## src/hw/oms_pkg.sv

```systemverilog
// Package for the operating mode sequencer: offsets, codes, timings, carriers
package oms_pkg;
  // ********************************************************
  // Register offsets
  // ********************************************************
  localparam logic [7:0] STARTUP_KEY_ADDR = 8'h0f;
  localparam logic [7:0] OPERATING_MODE_ADDR = 8'h10;
  localparam logic [7:0] SHADOW_ADDR = 8'h29;
  // ********************************************************
  // Start-up key values
  // ********************************************************
  localparam logic [7:0] KEY_VALUE = 8'h42;
  localparam logic [7:0] KEY_RD_BOOTING = 8'h45;
  localparam logic [7:0] KEY_RD_READY = 8'h40;
  localparam logic [7:0] KEY_RD_UNLOCKED = 8'h43;
  // ********************************************************
  // Mode-control fields and reset
  // ********************************************************
  localparam logic [7:0] MODE_RESET = 8'h00;
  localparam int MODE_LSB = 0;
  localparam int MODE_MSB = 2;
  localparam int RESV_BIT = 3;
  localparam int X_OFF_BIT = 4;
  localparam int Y_OFF_BIT = 5;
  localparam int Z_OFF_BIT = 6;
  localparam int BURST_START_BIT = 7;
  // ********************************************************
  // Mode request codes
  // ********************************************************
  localparam logic [2:0] MODE_SLEEP = 3'h0;
  localparam logic [2:0] MODE_STANDBY = 3'h1;
  localparam logic [2:0] MODE_WATCH = 3'h2;
  localparam logic [2:0] MODE_RSV_A = 3'h3;
  localparam logic [2:0] MODE_RSV_B = 3'h4;
  localparam logic [2:0] MODE_CONTINUOUS = 3'h5;
  localparam logic [2:0] MODE_WATCH_SAMPLE = 3'h6;
  localparam logic [2:0] MODE_COUNTED_BURST = 3'h7;
  localparam logic [7:0] BURST_CONTINUOUS = 8'hff;
  localparam logic [7:0] BURST_ZERO = 8'h00;
  // ********************************************************
  // Timing
  // ********************************************************
  localparam int CLK_HZ = 125000000;
  localparam int HEARTBEAT_STEPS = 3;
  localparam int REPORT_LAG_MS = 2;
  localparam int REPORT_LAG_MAX_MS = 10;
  localparam int REPORT_LAG_CYCLES = REPORT_LAG_MS * (CLK_HZ / 1000);
  localparam int HEARTBEAT_DIV = 1000;
  localparam int STARTUP_CYCLES = 64;
  // ********************************************************
  // Carriers
  // ********************************************************
  typedef struct packed {
    logic wr;
    logic rd;
    logic [7:0] addr;
    logic [7:0] wdata;
  } oms_req_t;
  typedef struct packed {
    logic z_off;
    logic y_off;
    logic x_off;
    logic resv;
    logic [2:0] mode;
  } oms_mode_t;
  typedef struct packed {
    logic clocks_on;
    logic sampling_on;
    logic activity_on;
    logic fifo_allowed;
    logic x_on;
    logic y_on;
    logic z_on;
  } oms_enables_t;
  typedef enum logic [1:0] {
    OMS_BOOTING,
    OMS_READY,
    OMS_UNLOCKED
  } oms_key_state_t;
endpackage

```

## src/hw/oms_heartbeat.sv

```systemverilog
// Heartbeat enable divider for the operating mode sequencer
`timescale 1ns/1ps
module oms_heartbeat #(
  parameter int DIV = oms_pkg::HEARTBEAT_DIV
) (
  // Clock and reset
  input wire logic clock,
  input wire logic reset_n,
  // Heartbeat pulse
  output logic tick
);
  logic [31:0] count_q;

  // Divide the system clock into a one-cycle pulse
  always_ff @(posedge clock or negedge reset_n) begin
    if (!reset_n) begin
      count_q <= 32'h0;
      tick <= 1'b0;
    end else if (count_q == 32'(DIV - 1)) begin
      count_q <= 32'h0;
      tick <= 1'b1;
    end else begin
      count_q <= count_q + 32'h1;
      tick <= 1'b0;
    end
  end
endmodule

```

## src/hw/oms_top.sv

```systemverilog
// Operating mode sequencer: start-up key, mode control and burst sequencing
// How it works
// Host writes key 0x42 after every power-up or reset.
// Key register reads 0x45 while the start-up sequence runs.
// Key register reads 0x40 after start-up, before key written.
// After key 0x42 written, key register reads 0x43.
// Mode requests take effect within three heartbeat ticks.
// Hardware itself rewrites the mode field on auto events.
// Reported mode lags a new request by 2 to 10 ms.
// Code 000 is sleep: everything halted, clocks off.
// Code 001 is standby: clocks on, no sampling.
// Code 010 watches activity, then switches to continuous sampling.
// Code 101 samples XYZ continuously, activity logic off.
// Code 110 runs activity logic, sampling and FIFO together.
// Code 111 is counted burst, then returns to sleep.
// Bits 4,5,6 switch off X, Y, Z axes when set.
// Bit 7 starts one-shot burst; count 255 means continuous.
// Burst sample count comes from shadow register at 0x29.
// A burst starts only from standby; here a mode 111 counted burst starts whatever the previous mode was.
// One-shot burst with count below 255 returns to standby.
// With pin trigger enabled, interrupt pin triggers mode 111 samples.
// Reserved codes and bit 3 writes are ignored; mode kept. Here such a write still loads axis bits 4, 5, 6.
`timescale 1ns/1ps
module oms_top #(
  parameter int STARTUP_CYCLES = oms_pkg::STARTUP_CYCLES,
  parameter int HEARTBEAT_DIV = oms_pkg::HEARTBEAT_DIV,
  parameter int REPORT_LAG_CYCLES = oms_pkg::REPORT_LAG_CYCLES
) (
  // Clock and reset
  input wire logic clock,
  input wire logic reset_n,
  // Register port
  input wire oms_pkg::oms_req_t req,
  output logic [7:0] rdata,
  output logic rvalid,
  // Sample pipeline handshake and trigger pin
  input wire logic sample_done,
  input wire logic activity_detected,
  input wire logic pin_trigger_enable,
  input wire logic interrupt_out_pin,
  // Block controls
  output oms_pkg::oms_enables_t enables,
  output logic sample_req,
  output logic [2:0] reported_mode,
  output logic burst_active
);
  // ********************************************************
  // Declarations
  // ********************************************************
  logic tick;
  oms_pkg::oms_key_state_t key_q;
  logic [31:0] boot_cnt_q;
  oms_pkg::oms_mode_t ctrl_q;
  logic [2:0] applied_q;
  logic [1:0] hb_cnt_q;
  logic [31:0] lag_cnt_q;
  logic [7:0] burst_count_q;
  logic [7:0] burst_left_q;
  logic oneshot_q;
  logic pin_q;
  logic wr_key;
  logic wr_mode;
  logic wr_shadow;
  logic reserved_code;
  logic burst_finish;
  logic pin_edge;
  logic mode_clocks;
  logic mode_sampling;
  logic mode_activity;
  logic mode_fifo;

  oms_heartbeat #(
    .DIV(HEARTBEAT_DIV)
  ) u_heartbeat (
    .clock(clock),
    .reset_n(reset_n),
    .tick(tick)
  );

  // ********************************************************
  // Register decode
  // ********************************************************
  assign wr_key = req.wr && (req.addr == oms_pkg::STARTUP_KEY_ADDR);
  assign wr_mode = req.wr && (req.addr == oms_pkg::OPERATING_MODE_ADDR);
  assign wr_shadow = req.wr && (req.addr == oms_pkg::SHADOW_ADDR);
  assign reserved_code = (req.wdata[oms_pkg::MODE_MSB:oms_pkg::MODE_LSB]
                          == oms_pkg::MODE_RSV_A) ||
                         (req.wdata[oms_pkg::MODE_MSB:oms_pkg::MODE_LSB]
                          == oms_pkg::MODE_RSV_B);
  assign burst_finish = burst_active && sample_done &&
                        (burst_count_q != oms_pkg::BURST_CONTINUOUS) &&
                        (burst_left_q <= 8'h01);
  assign pin_edge = pin_trigger_enable && interrupt_out_pin && !pin_q;

  // ********************************************************
  // Start-up key state
  // ********************************************************
  // Boot counter models the internal start-up sequence
  always_ff @(posedge clock or negedge reset_n) begin
    if (!reset_n) begin
      boot_cnt_q <= 32'h0;
      key_q <= oms_pkg::OMS_BOOTING;
    end else begin
      case (key_q)
        oms_pkg::OMS_BOOTING: begin
          if (boot_cnt_q == 32'(STARTUP_CYCLES - 1)) begin
            key_q <= oms_pkg::OMS_READY;
          end else begin
            boot_cnt_q <= boot_cnt_q + 32'h1;
          end
        end
        oms_pkg::OMS_READY: begin
          if (wr_key && (req.wdata == oms_pkg::KEY_VALUE)) begin
            key_q <= oms_pkg::OMS_UNLOCKED;
          end
        end
        oms_pkg::OMS_UNLOCKED: key_q <= oms_pkg::OMS_UNLOCKED;
        default: key_q <= oms_pkg::OMS_BOOTING;
      endcase
    end
  end

  // Read-back path; key register reports phase, not written value
  always_ff @(posedge clock or negedge reset_n) begin
    if (!reset_n) begin
      rdata <= 8'h00;
      rvalid <= 1'b0;
    end else begin
      rvalid <= req.rd;
      if (req.rd && req.addr == oms_pkg::STARTUP_KEY_ADDR) begin
        case (key_q)
          oms_pkg::OMS_BOOTING: rdata <= oms_pkg::KEY_RD_BOOTING;
          oms_pkg::OMS_READY: rdata <= oms_pkg::KEY_RD_READY;
          oms_pkg::OMS_UNLOCKED: rdata <= oms_pkg::KEY_RD_UNLOCKED;
          default: rdata <= oms_pkg::KEY_RD_BOOTING;
        endcase
      end else if (req.rd && req.addr == oms_pkg::SHADOW_ADDR) begin
        rdata <= burst_count_q;
      end else begin
        rdata <= 8'h00;
      end
    end
  end

  // ********************************************************
  // Mode-control register
  // ********************************************************
  // Software writes and hardware auto events share the mode field
  always_ff @(posedge clock or negedge reset_n) begin
    if (!reset_n) begin
      ctrl_q <= oms_pkg::oms_mode_t'(oms_pkg::MODE_RESET[6:0]);
    end else if (burst_finish && ctrl_q.mode == oms_pkg::MODE_COUNTED_BURST) begin
      ctrl_q.mode <= oms_pkg::MODE_SLEEP;
    end else if (burst_finish) begin
      ctrl_q.mode <= oms_pkg::MODE_STANDBY;
    end else if (wr_mode) begin
      ctrl_q.x_off <= req.wdata[oms_pkg::X_OFF_BIT];
      ctrl_q.y_off <= req.wdata[oms_pkg::Y_OFF_BIT];
      ctrl_q.z_off <= req.wdata[oms_pkg::Z_OFF_BIT];
      ctrl_q.resv <= 1'b0;
      if (!reserved_code && !req.wdata[oms_pkg::RESV_BIT]) begin
        ctrl_q.mode <= req.wdata[oms_pkg::MODE_MSB:oms_pkg::MODE_LSB];
      end
    end else if (applied_q == oms_pkg::MODE_WATCH && activity_detected) begin
      ctrl_q.mode <= oms_pkg::MODE_CONTINUOUS;
    end
  end

  // Applied mode follows request on heartbeat ticks, within three
  always_ff @(posedge clock or negedge reset_n) begin
    if (!reset_n) begin
      applied_q <= oms_pkg::MODE_SLEEP;
      hb_cnt_q <= 2'h0;
    end else if (applied_q != ctrl_q.mode) begin
      if (tick) begin
        if (hb_cnt_q == 2'(oms_pkg::HEARTBEAT_STEPS - 1)) begin
          applied_q <= ctrl_q.mode;
          hb_cnt_q <= 2'h0;
        end else begin
          hb_cnt_q <= hb_cnt_q + 2'h1;
        end
      end
    end else begin
      hb_cnt_q <= 2'h0;
    end
  end

  // Reported mode lags the applied mode by the status delay
  always_ff @(posedge clock or negedge reset_n) begin
    if (!reset_n) begin
      reported_mode <= oms_pkg::MODE_SLEEP;
      lag_cnt_q <= 32'h0;
    end else if (reported_mode != applied_q) begin
      if (lag_cnt_q >= 32'(REPORT_LAG_CYCLES - 1)) begin
        reported_mode <= applied_q;
        lag_cnt_q <= 32'h0;
      end else begin
        lag_cnt_q <= lag_cnt_q + 32'h1;
      end
    end else begin
      lag_cnt_q <= 32'h0;
    end
  end

  // ********************************************************
  // Burst sequencing
  // ********************************************************
  // Shadow burst count register
  always_ff @(posedge clock or negedge reset_n) begin
    if (!reset_n) begin
      burst_count_q <= oms_pkg::BURST_ZERO;
    end else if (wr_shadow) begin
      burst_count_q <= req.wdata;
    end
  end

  // One-shot start only from standby, counts samples down
  always_ff @(posedge clock or negedge reset_n) begin
    if (!reset_n) begin
      burst_active <= 1'b0;
      oneshot_q <= 1'b0;
      burst_left_q <= oms_pkg::BURST_ZERO;
    end else if (burst_finish) begin
      burst_active <= 1'b0;
      oneshot_q <= 1'b0;
    end else if (wr_mode && req.wdata[oms_pkg::BURST_START_BIT] &&
                 !pin_trigger_enable && applied_q == oms_pkg::MODE_STANDBY &&
                 burst_count_q != oms_pkg::BURST_ZERO) begin
      burst_active <= 1'b1;
      oneshot_q <= 1'b1;
      burst_left_q <= burst_count_q;
    end else if (!burst_active && applied_q == oms_pkg::MODE_COUNTED_BURST &&
                 ctrl_q.mode == oms_pkg::MODE_COUNTED_BURST &&
                 burst_count_q != oms_pkg::BURST_ZERO) begin
      burst_active <= 1'b1;
      oneshot_q <= 1'b0;
      burst_left_q <= burst_count_q;
    end else if (burst_active && sample_done &&
                 burst_count_q != oms_pkg::BURST_CONTINUOUS) begin
      burst_left_q <= burst_left_q - 8'h01;
    end
  end

  // Trigger pin edge tracking
  always_ff @(posedge clock or negedge reset_n) begin
    if (!reset_n) begin
      pin_q <= 1'b0;
    end else begin
      pin_q <= interrupt_out_pin;
    end
  end

  // ********************************************************
  // Block enables and sample requests
  // ********************************************************
  // Per-mode block activity for the applied mode
  always_comb begin
    mode_clocks = 1'b1;
    mode_sampling = 1'b0;
    mode_activity = 1'b0;
    mode_fifo = 1'b0;
    case (applied_q)
      oms_pkg::MODE_SLEEP: begin
        mode_clocks = 1'b0;
      end
      oms_pkg::MODE_STANDBY: begin
        mode_clocks = 1'b1;
      end
      oms_pkg::MODE_WATCH: begin
        mode_activity = 1'b1;
      end
      oms_pkg::MODE_CONTINUOUS: begin
        mode_sampling = 1'b1;
        mode_fifo = 1'b1;
      end
      oms_pkg::MODE_WATCH_SAMPLE: begin
        mode_sampling = 1'b1;
        mode_activity = 1'b1;
        mode_fifo = 1'b1;
      end
      default: begin
        mode_clocks = 1'b1;
      end
    endcase
  end

  // Registered enables; a burst turns sampling on in any mode
  always_ff @(posedge clock or negedge reset_n) begin
    if (!reset_n) begin
      enables <= '0;
      sample_req <= 1'b0;
    end else begin
      enables.clocks_on <= mode_clocks || oneshot_q;
      enables.activity_on <= mode_activity;
      enables.sampling_on <= mode_sampling || burst_active;
      enables.fifo_allowed <= mode_fifo || burst_active;
      enables.x_on <= !ctrl_q.x_off;
      enables.y_on <= !ctrl_q.y_off;
      enables.z_on <= !ctrl_q.z_off;
      // Pin trigger paces samples in counted-burst mode
      if (pin_trigger_enable) begin
        sample_req <= burst_active && !oneshot_q && pin_edge;
      end else begin
        sample_req <= burst_active && tick;
      end
    end
  end
endmodule

```

## config.mk

```make
export PLATFORM = sky130hd
export DESIGN_NAME = oms_top
export DESIGN_NICKNAME = d
export VERILOG_FILES = /design/src/hw/oms_pkg.sv /design/src/hw/oms_heartbeat.sv /design/src/hw/oms_top.sv
export SDC_FILE = /design/constraint.sdc
export NUM_CORES = 1
export LEC_CHECK = 0
export ABC_CLOCK_PERIOD_IN_PS = 2700
export BUFFER_PORTS_ARGS = -buffer_cell sky130_fd_sc_hd__buf_2
export CELL_PAD_IN_SITES_DETAIL_PLACEMENT = 1
export CELL_PAD_IN_SITES_GLOBAL_PLACEMENT = 1
export CORE_ASPECT_RATIO = 0.75
export CORE_MARGIN = 2
export CORE_UTILIZATION = 48
export DETAILED_ROUTE_END_ITERATION = 6
export PLACE_DENSITY_LB_ADDON = 0.1
export SETUP_SLACK_MARGIN = 0.1
export SLEW_MARGIN = 10
export SYNTH_ARGS = -nofsm -noshare
export SYNTH_HDL_FRONTEND = slang
export SYNTH_SLANG_ARGS = --single-unit
```

## constraint.sdc

```tcl
create_clock -name clock -period 2.7 [get_ports clock]
set_input_delay 0.135 -clock clock [delete_from_list [all_inputs] [get_ports clock]]
set_output_delay 0.135 -clock clock [all_outputs]
set_load 0.02 [all_outputs]
```

# --- Word-level counts from Yosys, hierarchy flattened ---
# Index checks and enable logic that the tools add are counted.
word_totals:
  word_cells: 142
  register_bits: 148
  out_inout_bits: 21
op_classes:
  mux: 31
  bitwise_logic: 3
  eq_ne: 24
  n_addsub: 5
  magnitude_cmp: 2
  n_reduce_logical: 51
op_table:
  columns: ["op", "n"]
  rows:
  - ["$add A32 B1 Y32 const B", 3]
  - ["$mux W32", 3]
  - ["$mux W8", 5]
  - ["$eq A32 B10 Y1 const B", 1]
  - ["$eq A32 B6 Y1 const B", 1]
  - ["$ge A32 B18 Y1 const B", 1]
  - ["$logic_and A1 B1 Y1", 24]
  - ["$eq A3 B3 Y1 const B", 5]
  - ["$mux W3", 5]
  - ["$mux W1", 11]
  - ["$mux W2", 5]
  - ["$reduce_and A2 Y1", 5]
  - ["$logic_not A1 Y1", 9]
  - ["$eq A8 B4 Y1 const B", 1]
  - ["$eq A8 B5 Y1 const B", 1]
  - ["$eq A8 B6 Y1 const B", 1]
  - ["$eq A8 B7 Y1 const B", 1]
  - ["$le A8 B1 Y1 const B", 1]
  - ["$ne A8 B8 Y1 const B", 1]
  - ["$reduce_bool A8 Y1", 1]
  - ["$sub A8 B1 Y8 const B", 1]
  - ["$eq A3 B2 Y1 const B", 2]
  - ["$ne A3 B3 Y1", 2]
  - ["$pmux W2 S3", 1]
  - ["other kinds (16)", 25]

# --- Longest topological paths before layout ---
# Gate-level depths: netlist of the first run.
logic_depth:
  ltp_word: 8
  mapped_depth: 8
  ltp_nobuf: 7

# --- Cells and area by module ---
# From an unflattened synthesis of the first run, not the netlist that was laid out.
unflattened:
  cells_unflattened: 629
  area_unflattened_um2: 6962.9
by_module_without_submodules:
  columns: ["module", "area_per_inst_um2", "n_inst", "cells_each", "seq_area_each_um2"]
  rows:
  - ["oms_top", 5320.1, 1, 477, 2877.8]
  - ["oms_heartbeat", 1642.8, 1, 152, 825.8]

# --- Worst setup path after synthesis of the first run ---
# Ideal clock, no wire load.
synth_path:
  path_type: "register to register"
  startpoint: "reg applied_q[1]"
  endpoint: "reg burst_left_q[1]"
  stages_incl_launch_ff: 8
  synth_period_minus_slack_ps: 2295
  path_slack_ps: 405
  required_ps: 2579
  setup_ps: 121
  arrival_time_ps: 2173
  cell_sequence: "dfrtp_1 clkbuf_1 nor4b_1 or4b_4 a21o_1 buf_6 mux2_4 o22a_1"
synth_between:
  elab_chain_cells: 6
  elab_cells_between_ends: 11
  cone_classes: "eq/ne: 2; mux: 2; reduce/logical: 7"
synth_rtl:
  columns: ["item", "line_no", "rtl"]
  rows:
  - ["start, declared", "oms_top.sv:54", "logic [2:0] applied_q;"]
  - ["start signal, assigned", "oms_top.sv:172", "applied_q <= oms_pkg::MODE_SLEEP;"]
  - ["start signal, assigned", "oms_top.sv:177", "applied_q <= ctrl_q.mode;"]
  - ["$eq A3 B3 Y1", "oms_top.sv:232", "end else if (!burst_active && applied_q == oms_pkg::MODE_COUNTED_BURST &&"]
  - ["$logic_and A1 B1 Y1 (2 in a row)", "oms_top.sv:232", null]
  - ["$logic_and A1 B1 Y1", "oms_top.sv:233", "ctrl_q.mode == oms_pkg::MODE_COUNTED_BURST &&"]
  - ["$reduce_bool A3 Y1 (no source line) / $mux W8 (equally long branches)", null, null]
  - ["$reduce_and A2 Y1 (no source line) / $mux W8 (equally long branches)", null, null]
  - ["end signal, assigned", "oms_top.sv:231", "burst_left_q <= burst_count_q;"]
  - ["end signal, assigned", "oms_top.sv:237", "burst_left_q <= burst_count_q;"]
  - ["end signal, assigned", "oms_top.sv:240", "burst_left_q <= burst_left_q - 8'h01;"]
  - ["end, declared", "oms_top.sv:58", "logic [7:0] burst_left_q;"]
# Parallel ways exist; a longest one is shown, timed or not.
# A chain may end at the register's enable or synchronous reset.

# --- Final worst setup path of the first run ---
# Ends and elaborated chain as after synthesis.

==> results.py, run 1 <==
metrics = {
    "detailed_routing": {
        "wire_per_inst_um": 17.9,
        "routed_wl_um": 15400,
        "num_vias": 4777,
        "via_per_inst": 5.54,
        "drc": 0,
        "drtAntennaViolNets": 0,
        "dr.pass1.iters": 4,
        "drt_iter0_markers": 267,
    },
    "setup_path": {
        "start_kind": "register",
        "required_ns": 3.01,
        "cp-startpoint": "applied_q[1]",
        "crit_arrival_ns": 2.77,
        "r2r-end": "burst_left_q[1]",
        "worst-path-buf-inv": 0,
        "crit_path_top_delay_cell": "nor4b_1",
        "critPathMaxStageDelay_ns": 0.57,
        "critical_path_class": "register to register",
        "path_delay_family": "simple AND/OR/NAND/NOR gates",
        "worstRegToRegCells": 5,
        "r2r_setup_slack_ns": 0.24,
        "r2r-start": "applied_q[1]",
        "path_cells": "nor4b_1, or4b_4, a21o_1, mux2_4, o22a_1",
        "end_kind": "register",
        "cp_max_fo": 10,
    },
    "timing": {
        "period_share": 0.910,
        "maxSlewHeadroom": 0.422,
        "period_needed_ns": 2.46,
        "max_freq_ghz": 0.407,
        "setup_violations": 0,
        "finalMaxSlewViolations": 0,
        "finalSetupTns_ns": 0,
        "layout_setup_ws_ns": 0.242,
        "hold_viol": 0,
        "fin_worst_skew_ns": 0.00710,
        "worstMarginPinSlew_ns": 0.866,
        "grt_setup_unrepaired": "false",
    },
    "global_route": {
        "antenna_found_initial": 0,
        "grt_overflow": 0,
        "grt_usage": 0.227,
        "grt_pass1_vias": 5063,
        "grt_max_degree": 66,
        "grt_pass1_wl_um": 26500,
    },
    "final_layout": {
        "area_delta_synth_final_pct": 17.3,
        "utilization": 0.572,
        "fin_nets": 709,
        "drive_above_1_share": 0.157,
        "final_common_cell": "dfrtp_1",
        "stdcell_count": 862,
        "insertedDiodeCount": 0,
        "layout_common_cells": "dfrtp_1, xnor2_1, buf_2",
    },
    "clocking": {
        "post-cts-setup-buffers": 0,
        "cts_buffers": 17,
        "insertion_delay_ns": 0.42,
        "cts.sink_count": 148,
        "path_clk_slew_ns": 0.06,
        "ctsLongestPathBuffers": 2,
        "ctsResizeCount": 0,
        "clock-root-buffer": "clkbuf_16",
        "h-tree-depth": 4,
        "cts_tree": "built",
    },
    "run": {
        "maxCapViolations": 0,
    },
    "synth": {
        "ys_ff_latch": 148,
        "syn_avg_cell_area_um2": 11.1,
        "syn-cell-area_um2": 6640,
        "yosysTopAreaCell": "dfrtp_1",
        "seq_area_frac_synth": 0.558,
        "ys.flop_type": "dfrtp_1",
        "ys_warn_count": 0,
        "synth_top_cell_area_share": 0.558,
        "ys_types": 51,
        "synthArstFlopShare": 1.00,
        "synthCells": 600,
        "synth_area_leaders": "dfrtp_1, xnor2_1, xor2_1",
        "synth-edff-count": 0,
    },
    "placed_design": {
        "place_congestion": 0.803,
        "dp_slack_ns": 0.260,
        "port_buffers": 44,
        "dpl.cell_count": 826,
        "dp_hpwl_um": 10400,
    },
    "power": {
        "cellPowerDensity_nw_per_um2": 713,
        "ir_drop_v": 0.000468,
        "p_leak_nw": 3.58,
    },
    "run_status": {
        "status": "finished clean",
    },
    "die": {
        "die_y_um": 106,
        "rows": 37,
        "io_pins": 45,
        "die_w_um": 140,
        "die_area_um2": 14800,
        "core_um2": 13600,
        "start_util": 0.488,
    },
    "worst_hold_path": {
        "min_path_cells": 3,
        "worstHoldStart": "req[1]",
        "worst_hold_path_type": "primary input to register",
        "holdPathEnd": "ctrl_q[1]",
    },
}
==> report_power, final <==
part           leakage, nW  total (mW)  internal (mW)  switching, mW
Combinational         1.35       0.700          0.304          0.396
Clock                0.271        2.26           1.37          0.884
Sequential            1.96        2.60           2.41          0.189
Total                 3.58        5.55           4.08           1.47
==> synth_stat cells, drive strengths merged, types with 2 or more instances <==
cell     number
dfrtp       148
xnor2        53
nand2        41
nor3         40
nand3        39
nor2         36
xor2         31
nand4        21
nor4         20
mux2         19
and3         18
clkbuf       16
a21oi        13
inv          13
and4         11
o21ai        10
and2          8
ha            8
or4           6
mux2i         3
nand3b        3
nor2b         3
nor4b         3
nor4bb        3
o31ai         3
a21o          2
a22oi         2
a311o         2
buf           2
nor3b         2
o2111ai       2
o41ai         2
or2           2
or3           2
==> sequential cells by signal (all words and copies together) (netlist names), 2 cells and up <==
register and count:
applied_q 3, boot_cnt_q 32, burst_count_q 8, burst_left_q 8, ctrl_q 6, enables 6
hb_cnt_q 2, key_q 2, lag_cnt_q 32, rdata 8, reported_mode 3, u_heartbeat.count_q 32
==> cells by family (layout without fill, tap and decap cells) <==
group / Yosys count / after routing / share of synthesized area
XOR/XNOR: 84 / 84 / 0.111
flip-flops: 148 / 148 / 0.558
buffers and inverters: 31 / 105 / 0.0192
multiplexers: 22 / 22 / 0.0373
AO/OA/AOI/OAI: 45 / 45 / 0.0458
adder cells (fa/ha/maj): 8 / 8 / 0.0151
other: 1 / 14 / 0.000565
AND/OR/NAND/NOR: 261 / 261 / 0.213
==> per-layer routing <==
layer,global-route usage,part of all wire
met1,0.314,0.48
met2,0.363,0.49
met3,0.0527,0.027
met4,0.0607,0.0095
met5,0,0
==> final cells by class <==
| cell class | instances | area, um^2 |
|---|---|---|
| sequential | 148 | 3700 |
| inverter | 13 | 48.8 |
| fill | 1468 | 5830 |
| clock buffer | 25 | 505 |
| timing repair buffer | 63 | 399 |
| tap | 175 | 219 |
| clock inverter | 4 | 47.5 |
| multi-input combinational | 434 | 2860 |
==> how the worst max path moves through the flow <==
stage          cells after the start          endpoint  slack (ns)
5_1_grt                            5   burst_left_q[1]        0.15
2_1_floorplan                      7   burst_left_q[1]        0.41
4_1_cts                            5   burst_left_q[1]        0.25
3_3_place_gp                       5   burst_left_q[1]        0.34
3_5_place_dp                       6  reported_mode[1]        0.26
6_report                           5   burst_left_q[1]        0.24
==> tightest hold or removal path: stages <==
cell	delay (ns)
buf_2	0.13
nand3_1	0.07
a21oi_1	0.07
==> repair_timing <==
action	in CTS	in global routing
endpoints found under the setup margin	0	0
hold buffers	7	0
hold endpoints to repair	72	0
==> through the flow <==
| step | hold WS, ns | area (um^2) | power (mW) |
|---|---|---|---|
| after detailed placement | 0.168 | 7160 | 3.32 |
| after global routing | 0.0155 | 7780 | 5.80 |
| final | 0.0274 | 7780 | 5.55 |
| after floorplan | -0.161 | 6690 | 3.04 |
| after global placement | 0.163 | 7160 | 3.25 |
| after CTS | 0.00856 | 7780 | 5.60 |
No activity file was read; power rests on OpenSTA's default activity.
==> inputs of run 2 (changes only) <==
- ABC_AREA: default -> 1
- CORE_UTILIZATION: 48 -> 46
==> run 2 against run 1 <==
  * Sequential share of layout area shrank 6.7 points
  * Register-to-register slack gained 0.25 ns
  * Core utilization fell by 3.3 points
  * Final cell count is 55% higher
  * Combinational power increased by 4.4%
  * Clock power grew 4%
  * Largest cell class is now multi-input combinational cells
  * Largest power group unchanged
==> results.py, run 2 <==
metrics = {
    "run_status": {
        "status": "finished clean",
    },
    "detailed_routing": {
        "routed_wl_um": 20900,
        "dr.pass1.iters": 7,
        "via_per_inst": 5.19,
        "wire_per_inst_um": 15.6,
        "drt_iter0_markers": 382,
        "drc": 0,
        "num_vias": 6936,
        "drtAntennaViolNets": 0,
    },
    "global_route": {
        "grt_pass1_vias": 7130,
        "grt_overflow": 0,
        "grt_pass1_wl_um": 35800,
        "antenna_found_initial": 0,
        "grt_max_degree": 59,
        "grt_usage": 0.245,
    },
    "clocking": {
        "clock-root-buffer": "clkbuf_16",
        "path_clk_slew_ns": 0.06,
        "cts.sink_count": 148,
        "cts_buffers": 17,
        "cts_tree": "built",
        "ctsLongestPathBuffers": 2,
        "insertion_delay_ns": 0.43,
        "h-tree-depth": 4,
        "post-cts-setup-buffers": 0,
    },
    "final_layout": {
        "fillers": 2132,
        "area_delta_synth_final_pct": 14.3,
        "final_common_cell": "nand2_1",
        "layout_common_cells": "nand2_1, nor2_1, dfrtp_1",
        "reg.largest.list": "boot_cnt_q (32), lag_cnt_q (32), u_heartbeat.count_q (32)",
        "drive_above_1_share": 0.0946,
        "fin_nets": 1142,
        "insertedDiodeCount": 0,
    },
    "timing": {
        "period_share": 0.818,
        "fin_worst_skew_ns": 0.0104,
        "grt_setup_unrepaired": "false",
        "worstMarginPinSlew_ns": 0.541,
        "finalSetupTns_ns": 0,
        "setup_violations": 0,
        "layout_setup_ws_ns": 0.491,
        "maxSlewHeadroom": 0.637,
        "finalMaxSlewViolations": 0,
        "max_freq_ghz": 0.453,
        "hold_viol": 0,
        "period_needed_ns": 2.21,
    },
    "synth": {
        "ys_ff_latch": 148,
        "synth_most_common_cell": "nand2_1",
        "synthArstFlopShare": 1.00,
        "ys_warn_count": 0,
        "ys_types": 33,
        "yosysTopAreaCell": "dfrtp_1",
        "synth_area_leaders": "dfrtp_1, nand2_1, nor2_1",
        "ys.flop_type": "dfrtp_1",
        "synthCells": 1038,
        "synth_commonest_cells": "nand2_1, nor2_1, dfrtp_1",
        "syn-cell-area_um2": 7930,
        "synth_top_cell_area_share": 0.467,
        "synth-edff-count": 0,
        "seq_area_frac_synth": 0.467,
        "syn_avg_cell_area_um2": 7.64,
    },
    "power": {
        "cellPowerDensity_nw_per_um2": 610,
        "p_leak_nw": 4.39,
        "ir_drop_v": 0.000492,
    },
    "placed_design": {
        "dp_slack_ns": 0.504,
        "port_buffers": 44,
        "place_congestion": 0.902,
        "dp_hpwl_um": 15600,
    },
    "die": {
        "io_pins": 45,
        "rows": 41,
        "die_area_um2": 18300,
        "die_y_um": 118,
        "core_um2": 16800,
        "start_util": 0.471,
        "die_w_um": 156,
    },
    "worst_hold_path": {
        "worstHoldStart": "req[17]",
        "worst_hold_path_type": "primary input to register",
    },
    "setup_path": {
        "crit_arrival_ns": 2.51,
        "start_kind": "register",
        "critical_path_class": "register to register",
        "cp_max_fo": 26,
        "r2r-start": "boot_cnt_q[1]",
        "cp-startpoint": "boot_cnt_q[1]",
        "end_kind": "register",
        "required_ns": 3.00,
    },
    "run": {
        "maxCapViolations": 0,
    },
}
-- run 2: cell types whose count changed after synthesis, sizes merged, moves of 11 or more --
| cell | delta |
|---|---|
| and3 | -18 |
| and4 | -11 |
| buf | +13 |
| clkbuf | -16 |
| inv | +94 |
| mux2 | -18 |
| nand2 | +293 |
| nand3 | +26 |
| nor2 | +124 |
| nor4 | -15 |
| o21ai | +26 |
| xnor2 | -26 |
-- run 2: layout make-up --
type	instances	area [um^2]	share of cell area
clock inverter	11	130	0.0144
clock buffer	19	443	0.0489
sequential	148	3700	0.409
multi-input combinational	781	3780	0.417
timing repair buffer	55	337	0.0371
tap	215	269	0.0297
inverter	107	402	0.0443
-- run 2: logic make-up after synthesis --
logic type | share of synthesized area
adder cells (fa/ha/maj) | 0.0126
XOR/XNOR | 0.0751
multiplexers | 0.00142
AO/OA/AOI/OAI | 0.0300
AND/OR/NAND/NOR | 0.351
flip-flops | 0.467
buffers and inverters | 0.0625
other | 0.000473
-- run 2: power by group --
part	switching, mW	internal [mW]
Sequential	0.114	2.34
Clock	0.960	1.38
Combinational	0.462	0.270
Total	1.54	3.99
-- run 2: through the flow --
stage | util | instances | power [mW] | hold slack, ns | cell area, um^2
2_1_floorplan | - | 1051 | 2.96 | -0.161 | 7980
3_3_place_gp | 0.501 | 1300 | 3.18 | 0.134 | 8430
3_5_place_dp | 0.501 | 1300 | 3.21 | 0.137 | 8430
4_1_cts | 0.539 | 1336 | 5.59 | 0.00134 | 9060
5_1_grt | 0.539 | 1336 | 5.78 | 0.0390 | 9060
6_report | 0.539 | 1336 | 5.53 | 0.0117 | 9060
-- run 2: repair_timing --
item                                   CTS  global route
setup endpoints to repair                0             0
hold buffers                             6             0
endpoints found under the hold margin   60             0
resized for setup                        0             0
-- run 2: worst max-delay path, cell delays in order, from the launching register on --
cell     delay (ns)
dfrtp_1        0.40
ha_1           0.29
nand3_2        0.17
nor3_2         0.15
nand3_1        0.12
nand2_2        0.38
inv_2          0.34
nand2_1        0.15
nand2_1        0.07
-- run 2: worst paths after layout --
check	to	slack [ns]	cells after the start
hold / removal	burst_count_q[3]	0.01	3
setup / recovery	boot_cnt_q[20]	0.49	8
hold reg to reg	enables[1]	0.41	1
min in group asynchronous	u_heartbeat.count_q[28]	0.24	2
setup reg to reg	boot_cnt_q[20]	0.49	8
max in group asynchronous	rdata[5]	1.74	3
-- run 2: layer usage --
layer,vias to the layer above,wire (um),GRT usage
li1,3391,-,-
met1,3387,10500,0.364
met2,128,9230,0.367
met3,30,790,0.0427
met4,0,332,0.0700
met5,-,0,0
